### config.mk
export PLATFORM = sky130hd
export DESIGN_NAME = ocd_top
export DESIGN_NICKNAME = d
export VERILOG_FILES = /design/src/core/ocd_pkg.sv /design/src/core/ocd_src_ctl.sv /design/src/core/ocd_sync.sv /design/src/core/ocd_top.sv
export SDC_FILE = /design/constraint.sdc
export NUM_CORES = 1
export LEC_CHECK = 0
export ABC_AREA = 1
export BUFFER_PORTS_ARGS = -buffer_cell sky130_fd_sc_hd__buf_2
export CORE_AREA = 2 2 107 109
export CTS_BUF_LIST = sky130_fd_sc_hd__clkbuf_2 sky130_fd_sc_hd__clkbuf_4 sky130_fd_sc_hd__clkbuf_8
export DETAILED_ROUTE_END_ITERATION = 12
export DIE_AREA = 0 0 109 111
export HOLD_SLACK_MARGIN = 0.15
export PLACE_DENSITY = 0.78
export RECOVER_POWER = 100
export SLEW_MARGIN = 15
export SYNTH_ARGS = -nofsm -noshare
export SYNTH_HDL_FRONTEND = slang
export SYNTH_SLANG_ARGS = --single-unit
export TNS_END_PERCENT = 1
### constraint.sdc
create_clock -name I_CLK -period 2.6 [get_ports I_CLK]
set_clock_uncertainty 0.05 [all_clocks]
set_input_delay 0.52 -clock I_CLK [delete_from_list [all_inputs] [get_ports I_CLK]]
set_output_delay 0.52 -clock I_CLK [all_outputs]
set_load 0.02 [all_outputs]
### src/core/ocd_pkg.sv
package ocd_pkg;

  localparam int CLK_PERIOD_NS = 10;

  // Default widths
  localparam int N_SRC_DEF  = 2;
  localparam int N_CH_DEF   = 4;
  localparam int N_BUS_DEF  = 8;
  localparam int DIV_W      = 8;
  localparam int BUS_DATA_W = 32;

  // Edges of a slow clock to wait for; two edges span one to two periods
  localparam logic [1:0] SETTLE_EDGES = 2'h2;

  // Division after reset: undivided main clock
  localparam logic [7:0] DIV_RESET = 8'h01;
  localparam logic [7:0] DIV_ONE   = 8'h01;
  localparam logic [7:0] DIV_ZERO  = 8'h00;

  // Bus clock mask positions that come out of reset disabled
  localparam int COMPARATOR_BUS_BIT = 0;
  localparam int CONVERTER0_BUS_BIT = 1;

  typedef enum logic [2:0] {
    SRC_OFF       = 3'b000,
    SRC_WAIT_RDY  = 3'b001,
    SRC_START_SRC = 3'b010,
    SRC_START_DIV = 3'b011,
    SRC_RUN       = 3'b100,
    SRC_STOP_DIV  = 3'b101,
    SRC_STOP_SRC  = 3'b110
  } ocd_src_state_t;

  typedef struct packed {
    ocd_src_state_t st;
    logic [1:0]     edges;
    logic           src_en;
    logic           avail;
  } ocd_src_reg_t;

  typedef struct packed {
    logic [7:0] div_reg;
    logic [7:0] div_act;
    logic [7:0] pend;
    logic       pending;
    logic [7:0] cnt;
    logic       cpu_en;
    logic       ready;
    logic       irq;
    logic       viol;
  } ocd_div_t;

  // Zero would divide by nothing; every other value is usable
  function automatic logic ocd_div_allowed(input logic [7:0] v);
    ocd_div_allowed = (v != DIV_ZERO);
  endfunction

endpackage

### src/core/ocd_src_ctl.sv
`timescale 1ns/1ps
module ocd_src_ctl
  import ocd_pkg::*;
(
  input  wire logic i_clk,
  input  wire logic i_srst,
  input  wire logic i_ce,
  input  wire logic i_req_any,
  input  wire logic i_on_demand,
  input  wire logic i_ready,
  input  wire logic i_src_tick,
  input  wire logic i_div_tick,
  output logic      o_src_en,
  output logic      o_avail
);

  ocd_src_reg_t r;
  ocd_src_reg_t next_r;
  logic         need;

  assign need = i_req_any | ~i_on_demand;

  always_comb begin
    next_r = r;
    if (i_srst) begin
      next_r = '{st: SRC_OFF, edges: 2'h0, src_en: 1'b0, avail: 1'b0};
    end else if (i_ce) begin
      case (r.st)
        SRC_OFF: begin
          if (need) begin
            next_r.src_en = 1'b1;
            next_r.st     = SRC_WAIT_RDY;
          end
        end
        SRC_WAIT_RDY: begin
          next_r.edges = 2'h0;
          if (i_ready) begin
            next_r.st = SRC_START_SRC;
          end
        end
        SRC_START_SRC: begin
          if (i_src_tick) begin
            next_r.edges = r.edges + 2'h1;
            if (r.edges + 2'h1 == SETTLE_EDGES) begin
              next_r.edges = 2'h0;
              next_r.st    = SRC_START_DIV;
            end
          end
        end
        SRC_START_DIV: begin
          if (i_div_tick) begin
            next_r.edges = r.edges + 2'h1;
            if (r.edges + 2'h1 == SETTLE_EDGES) begin
              next_r.edges = 2'h0;
              next_r.avail = 1'b1;
              next_r.st    = SRC_RUN;
            end
          end
        end
        SRC_RUN: begin
          if (!need) begin
            next_r.avail = 1'b0;
            next_r.edges = 2'h0;
            next_r.st    = SRC_STOP_DIV;
          end
        end
        SRC_STOP_DIV, SRC_STOP_SRC: begin
          // Source still runs, so a returning request skips startup
          if (need) begin
            next_r.edges = 2'h0;
            next_r.st    = SRC_START_SRC;
          end else if ((r.st == SRC_STOP_DIV) ? i_div_tick : i_src_tick) begin
            next_r.edges = r.edges + 2'h1;
            if (r.edges + 2'h1 == SETTLE_EDGES) begin
              next_r.edges = 2'h0;
              if (r.st == SRC_STOP_DIV) begin
                next_r.st = SRC_STOP_SRC;
              end else begin
                next_r.src_en = 1'b0;
                next_r.st     = SRC_OFF;
              end
            end
          end
        end
        default: begin
          next_r = '{st: SRC_OFF, edges: 2'h0, src_en: 1'b0, avail: 1'b0};
        end
      endcase
    end
  end

  always_ff @(posedge i_clk) begin
    r <= next_r;
  end

  assign o_src_en = r.src_en;
  assign o_avail  = r.avail;
endmodule

### src/core/ocd_sync.sv
`timescale 1ns/1ps
module ocd_sync
  import ocd_pkg::*;
#(
  parameter int W = 1
) (
  input  wire logic         i_clk,
  input  wire logic         i_srst,
  input  wire logic         i_ce,
  input  wire logic [W-1:0] i_async,
  output logic      [W-1:0] o_sync
);

  typedef struct packed {
    logic [W-1:0] meta;
    logic [W-1:0] sync;
  } ocd_sync_t;

  ocd_sync_t r;
  ocd_sync_t next_r;

  always_comb begin
    next_r = r;
    if (i_srst) begin
      next_r = '0;
    end else if (i_ce) begin
      next_r.meta = i_async;
      next_r.sync = r.meta;
    end
  end

  always_ff @(posedge i_clk) begin
    r <= next_r;
  end

  assign o_sync = r.sync;

endmodule

### src/core/ocd_top.sv
`timescale 1ns/1ps
// What this block does
// - Run a request-driven source only while a request needs it; stop when none remain.
// - Pass a request only if peripheral, channel and generator are all enabled.
// - Grant clock after startup plus one-to-two source and divided periods.
// - Stop source one-to-two divided plus one-to-two source periods after last drop.
// - Each source has its own request-driven run bit; cleared means always running.
// - In standby, keep serving requests from run-in-standby modules.
// - CPU-domain clocks come from the main clock through an 8-bit prescaler.
// - After reset the synchronous clocks run undivided.
// - CPU clock rate equals main clock rate over the last applied allowed division value.
// - Forbidden division is stored but not used, and a violation is flagged.
// - New division applies to all synchronous clocks at one instant.
// - Clock ready flag reads zero from an allowed division write until it takes effect.
// - With interrupt enabled, raise clock-ready interrupt when setting takes effect.
// - A rewrite while ready is zero reports a violation.
// - Each peripheral has a mask bit gating its bus clock: 0 stops, 1 runs.
// - Comparator and converter 0 bus clocks start disabled after reset.
// - Masked peripheral reads return zeros and writes are dropped.
module ocd_top
  import ocd_pkg::*;
#(
  parameter int N_SRC = N_SRC_DEF,
  parameter int N_CH  = N_CH_DEF,
  parameter int N_BUS = N_BUS_DEF
) (
  input  wire logic                     I_CLK,
  input  wire logic                     I_SRST,
  input  wire logic                     I_CE,
  input  wire logic [N_SRC-1:0]         I_SRC_READY,
  input  wire logic [N_SRC-1:0]         I_SRC_TICK,
  input  wire logic [N_SRC-1:0]         I_DIV_TICK,
  input  wire logic [N_SRC-1:0]         I_REQUEST_DRIVEN_RUN,
  input  wire logic [N_SRC-1:0]         I_GEN_EN,
  input  wire logic [N_SRC*N_CH-1:0]    I_CHAN_EN,
  input  wire logic [N_SRC*N_CH-1:0]    I_PERIPH_EN,
  input  wire logic [N_SRC*N_CH-1:0]    I_PERIPH_REQ,
  input  wire logic [N_SRC*N_CH-1:0]    I_RUN_IN_STANDBY,
  input  wire logic                     I_STANDBY,
  input  wire logic                     I_DIV_WR,
  input  wire logic [DIV_W-1:0]         I_DIV_DATA,
  input  wire logic                     I_CLOCK_READY_FLAG_INT_EN,
  input  wire logic                     I_MASK_WR,
  input  wire logic [N_BUS-1:0]         I_MASK_DATA,
  input  wire logic [$clog2(N_BUS)-1:0] I_BUS_SEL,
  input  wire logic                     I_BUS_WR,
  input  wire logic [BUS_DATA_W-1:0]    I_BUS_RDATA,
  output logic      [N_SRC-1:0]         O_SRC_EN,
  output logic      [N_SRC-1:0]         O_SRC_AVAIL,
  output logic      [N_SRC*N_CH-1:0]    O_CLK_GRANT,
  output logic                          O_CPU_CLK_EN,
  output logic      [DIV_W-1:0]         O_CPU_DIVISION_REGISTER,
  output logic                          O_CLOCK_READY_FLAG,
  output logic                          O_CLOCK_READY_FLAG_IRQ,
  output logic                          O_PROTECT_VIOLATION,
  output logic      [N_BUS-1:0]         O_BUS_CLK_EN,
  output logic      [N_BUS-1:0]         O_BUS_MASK,
  output logic                          O_BUS_WR,
  output logic      [BUS_DATA_W-1:0]    O_BUS_RDATA
);

  localparam int NR = N_SRC * N_CH;

  typedef struct packed {
    logic [N_SRC-1:0]      req_any;
    logic [NR-1:0]         grant;
    ocd_div_t              d;
    logic [N_BUS-1:0]      mask;
    logic [N_BUS-1:0]      bus_clk;
    logic                  bus_wr;
    logic [BUS_DATA_W-1:0] rdata;
  } ocd_top_t;

  ocd_top_t         r;
  ocd_top_t         next_r;
  logic [NR-1:0]    eff_req;
  logic [N_SRC-1:0] ready_sync;
  logic [N_SRC-1:0] src_en;
  logic [N_SRC-1:0] avail;
  logic             wrap;

  // Oscillator ready comes from the analog side
  ocd_sync #(
    .W (N_SRC)
  ) u_ready_sync (
    .i_clk   (I_CLK),
    .i_srst  (I_SRST),
    .i_ce    (I_CE),
    .i_async (I_SRC_READY),
    .o_sync  (ready_sync)
  );

  // Request qualification per channel
  genvar g;
  generate
    for (g = 0; g < NR; g++) begin : g_req
      assign eff_req[g] = I_PERIPH_REQ[g] & I_PERIPH_EN[g] & I_CHAN_EN[g]
                        & I_GEN_EN[g / N_CH]
                        & (~I_STANDBY | I_RUN_IN_STANDBY[g]);
    end
    for (g = 0; g < N_SRC; g++) begin : g_src
      ocd_src_ctl u_src (
        .i_clk       (I_CLK),
        .i_srst      (I_SRST),
        .i_ce        (I_CE),
        .i_req_any   (r.req_any[g]),
        .i_on_demand (I_REQUEST_DRIVEN_RUN[g]),
        .i_ready     (ready_sync[g]),
        .i_src_tick  (I_SRC_TICK[g]),
        .i_div_tick  (I_DIV_TICK[g]),
        .o_src_en    (src_en[g]),
        .o_avail     (avail[g])
      );
    end
  endgenerate

  // Last main-clock cycle of the current divided period
  assign wrap = (r.d.cnt == r.d.div_act - DIV_ONE);

  always_comb begin
    next_r = r;
    if (I_SRST) begin
      next_r           = '0;
      next_r.d.div_reg = DIV_RESET;
      next_r.d.div_act = DIV_RESET;
      next_r.d.pend    = DIV_RESET;
      next_r.d.ready   = 1'b1;
      next_r.mask      = '1;
      next_r.mask[COMPARATOR_BUS_BIT] = 1'b0;
      next_r.mask[CONVERTER0_BUS_BIT] = 1'b0;
    end else if (I_CE) begin
      for (int s = 0; s < N_SRC; s++) begin
        next_r.req_any[s] = |eff_req[s*N_CH +: N_CH];
      end
      for (int c = 0; c < NR; c++) begin
        next_r.grant[c] = avail[c / N_CH] & eff_req[c];
      end

      // Prescaler; one enable feeds every synchronous clock of the domain
      next_r.d.irq    = 1'b0;
      next_r.d.viol   = 1'b0;
      next_r.d.cpu_en = wrap;
      next_r.d.cnt    = wrap ? DIV_ZERO : r.d.cnt + DIV_ONE;
      if (wrap && r.d.pending) begin
        // Switch only on a period boundary so no clock sees a runt pulse
        next_r.d.div_act = r.d.pend;
        next_r.d.pending = 1'b0;
        next_r.d.ready   = 1'b1;
        next_r.d.irq     = I_CLOCK_READY_FLAG_INT_EN;
      end

      // An allowed write in the apply cycle wins over the ready set
      if (I_DIV_WR) begin
        next_r.d.div_reg = I_DIV_DATA;
        if (!r.d.ready) begin
          next_r.d.viol = 1'b1;
        end
        if (!ocd_div_allowed(I_DIV_DATA)) begin
          next_r.d.viol = 1'b1;
        end else begin
          next_r.d.pend    = I_DIV_DATA;
          next_r.d.pending = 1'b1;
          next_r.d.ready   = 1'b0;
          next_r.d.irq     = 1'b0;
        end
      end

      if (I_MASK_WR) begin
        next_r.mask = I_MASK_DATA;
      end
      for (int b = 0; b < N_BUS; b++) begin
        next_r.bus_clk[b] = r.mask[b] & wrap;
      end
      next_r.bus_wr = I_BUS_WR & r.mask[I_BUS_SEL];
      next_r.rdata  = r.mask[I_BUS_SEL] ? I_BUS_RDATA : '0;
    end
  end

  always_ff @(posedge I_CLK) begin
    r <= next_r;
  end

  assign O_SRC_EN                = src_en;
  assign O_SRC_AVAIL             = avail;
  assign O_CLK_GRANT             = r.grant;
  assign O_CPU_CLK_EN            = r.d.cpu_en;
  assign O_CPU_DIVISION_REGISTER = r.d.div_reg;
  assign O_CLOCK_READY_FLAG      = r.d.ready;
  assign O_CLOCK_READY_FLAG_IRQ             = r.d.irq;
  assign O_PROTECT_VIOLATION     = r.d.viol;
  assign O_BUS_CLK_EN            = r.bus_clk;
  assign O_BUS_MASK              = r.mask;
  assign O_BUS_WR                = r.bus_wr;
  assign O_BUS_RDATA             = r.rdata;
endmodule

==> results.cfg <==
[drt]
viasPerCell = 4.92
vias = 5295
first_pass_iters = 5
routed_wl_mm = 12.3
drt_iter0_drc = 237
wl_per_cell_um = 11.5
antenna_left = 0
drc = 0

[layout]
final_cell_area_mm2 = 0.00642
fillers = 1076
final_common_cell = nand2_1
antenna_cells = 0
area_growth_pct = 13.3
drive_above_1_share_pct = 15.6
layout_common_cells = nand2_1, dfxtp_1, buf_2
fin_cells = 1077
nets = 1026

[timing]
max_freq_mhz = 463
fin_crit_sh_pct = 83.0
setup_ws_ns = 0.441
slew_headroom_pct = 31.0
worst_pin_slew_ns = 1.03
finalCriticalPeriod_ns = 2.16
setup_viol = 0
hold_violations = 0
grt_setup_unrepaired = false
slew_viol_final = 0
tns_ns = 0

[critical_path]
endpoint_kind = flip-flop
critical_path.cell_chain = inv_1, ha_1, inv_1, nand2_1, nand2_1, nor2_1, nand3_1, nor2_1, nand2_1, nor2_1, nand4_4, nand2_1, nand2_1, nor2_1
crit_arrival_ns = 2.47
rr_endpoint = r[76]$_SDFFE_PP0P_
slowest_stage = dfxtp_1
slowest_delay_ns = 0.35
critPathMaxFanout = 16
crit_top_cell = nand2_1
cp-start-kind = flip-flop
critPathKind = flip-flop to flip-flop
startpoint = r[70]$_SDFFE_PP1P_
rrSetupSlack_ns = 0.44
crit_required_ns = 2.91
worstReg2RegStart = r[70]$_SDFFE_PP1P_
r2r_cells = 14

[synthesis]
ys_ff_latch = 114
netlist_instances = 819
ys_types = 30
synth_area_leader_cell = dfxtp_1
avgSynthCellArea_um2 = 6.91
async_flop_share_pct = 0
yosys-top-cells-area = dfxtp_1, nand2_1, buf_4
synth-edff-count = 0
ys_seq_area_share_pct = 40.3
syn_area_mm2 = 0.00566
yosysWarnings = 0
synth_fp_nets = 922
netlist.area_leader.share_pct = 40.3
synthFlopType = dfxtp_1

[hold_path]
hold_path_startpoint = I_MASK_DATA[7]
hold_path_depth = 3
min_to = O_BUS_MASK[7]$_SDFFE_PP1P_
hold_path_class = input pin to flip-flop

[placed_design]
finalWeightedCongestion = 0.937
dp_slack_ns = 0.576
placed_cells = 1047
hpwl_mm = 9.17
place_area_mm2 = 0.00614
portBuffers = 173

[floorplan]
core_mm2 = 0.0111
row_count = 39
die_y_um = 111
die_x_um = 109
num_io_pins = 174
dieArea_mm2 = 0.0121
start_util_pct = 51.1

[cts]
cts.repair.resized = 0
clk_latency_ns = 0.42
clock_path_buffers = 2
tritoncts = yes
postCtsSetupBuffers = 0
cts_buffers = 17
root_buffer = clkbuf_8
holdBufCountCts = 0
htreeDepth = 4
cts.sinks = 114
clkTransAtPathRegs_ns = 0.07

[global_routing]
grt.overflow.total = 0
antenna_found_initial = 0
grt_max_degree = 60
grt_pass1_wl_mm = 20.5
grt_use_total_pct = 21.0
grt_pass1_vias = 4836

[pwr]
p_seq_share_pct = 39.7
p_per_area_mw_per_mm2 = 841
clkPwrFrac_pct = 29.9
p_switching_mw = 1.96
power_switching_share_pct = 36.2
p_int_mw = 3.44
ir_drop_uv = 407
combPwrFrac_pct = 30.4
leakagePower_nw = 2.97

[run_status]
status = complete, no violations

[job]
maxCapViolations = 0
-- how the worst max path moves through the flow --
stage,endpoint,slack (ns)
CTS,r[76]$_SDFFE_PP0P_,0.57
floorplan,r[70]$_SDFFE_PP1P_,0.73
global placement,O_BUS_CLK_EN[2]$_SDFFE_PP0P_,0.64
detailed placement,r[76]$_SDFFE_PP0P_,0.58
global route,O_BUS_CLK_EN[6]$_SDFFE_PP0P_,0.17
finish,r[76]$_SDFFE_PP0P_,0.44
-- sequential cells by signal, indices dropped and copies added, names as in the netlist, 2 cells and up --
signal / count
O_BUS_RDATA: 32
r: 27
g_src.u_src.r: 10
O_BUS_CLK_EN: 8
O_BUS_MASK: 8
O_CLK_GRANT: 8
O_CPU_DIVISION_REGISTER: 8
g_src.u_src.o_avail: 2
g_src.u_src.o_src_en: 2
u_ready_sync.o_sync: 2
u_ready_sync.r: 2
-- cell families after synthesis --
logic type,share of synthesized area [%]
buf+inv,16.3
compound gates,14.5
flops,40.3
simple gates,27.4
xor+xnor,1.08
fa+ha+maj,0.442
-- per-layer routing --
| metal | wire length, um | track usage, % |
|---|---|---|
| met1 | 5580 | 24.8 |
| met3 | 840 | 5.00 |
| met4 | 218 | 8.21 |
| met5 | 0 | 0 |
| met2 | 5690 | 36.0 |
-- through the flow --
| stage | hold WS, ns | utilization [%] | total power, mW |
|---|---|---|---|
| 6_report | 0.246 | 57.9 | 5.40 |
| 5_1_grt | 0.238 | 57.9 | 5.79 |
| 4_1_cts | 0.219 | 59.0 | 5.51 |
| 3_5_place_dp | 0.374 | 55.5 | 3.89 |
| 3_3_place_gp | 0.369 | 55.5 | 3.87 |
| 2_1_floorplan | 0.359 | - | 3.59 |
-- cell usage after synthesis (2+ instances only) --
cell type,count
a211oi_1,8
xor2_1,5
ha_1,2
nor4_1,5
nand2_1,179
o211ai_1,2
inv_1,77
nor3_1,14
nand4_1,11
xnor2_1,2
or2_2,3
dfxtp_1,114
o21ai_0,70
nor2_4,3
clkbuf_1,25
a21oi_1,75
nor2_2,3
nand3_1,45
buf_4,69
nand2_2,4
nor2_1,94
-- worst max-delay path, delay by kind of cell, from the launching register on --
family,cells,cell delay [ns]
DFF,1,0.35
adders and majority gates,1,0.31
and+or+nand+nor,11,1.23
buffers and inverters,2,0.15
-- cell type report --
| cell class | instances | area [um^2] | area share [%] |
|---|---|---|---|
| clock buffer | 21 | 283 | 4.41 |
| clock inverter | 9 | 108 | 1.68 |
| inverter | 77 | 289 | 4.50 |
| multi-input combinational | 531 | 2450 | 38.1 |
| sequential | 114 | 2280 | 35.6 |
| tap | 143 | 179 | 2.79 |
| timing repair buffer | 182 | 830 | 12.9 |
-- power groups by stage --
| stage | logic [mW] | registers, mW | clock network [mW] |
|---|---|---|---|
| 2_1_floorplan | 1.44 | 2.15 | 0 |
| 4_1_cts | 1.72 | 2.14 | 1.66 |
| 5_1_grt | 1.88 | 2.17 | 1.74 |
| 3_5_place_dp | 1.71 | 2.17 | 0 |
| 6_report | 1.64 | 2.14 | 1.61 |
| 3_3_place_gp | 1.70 | 2.18 | 0 |
Note: power is estimated with default switching activity, not from simulation.
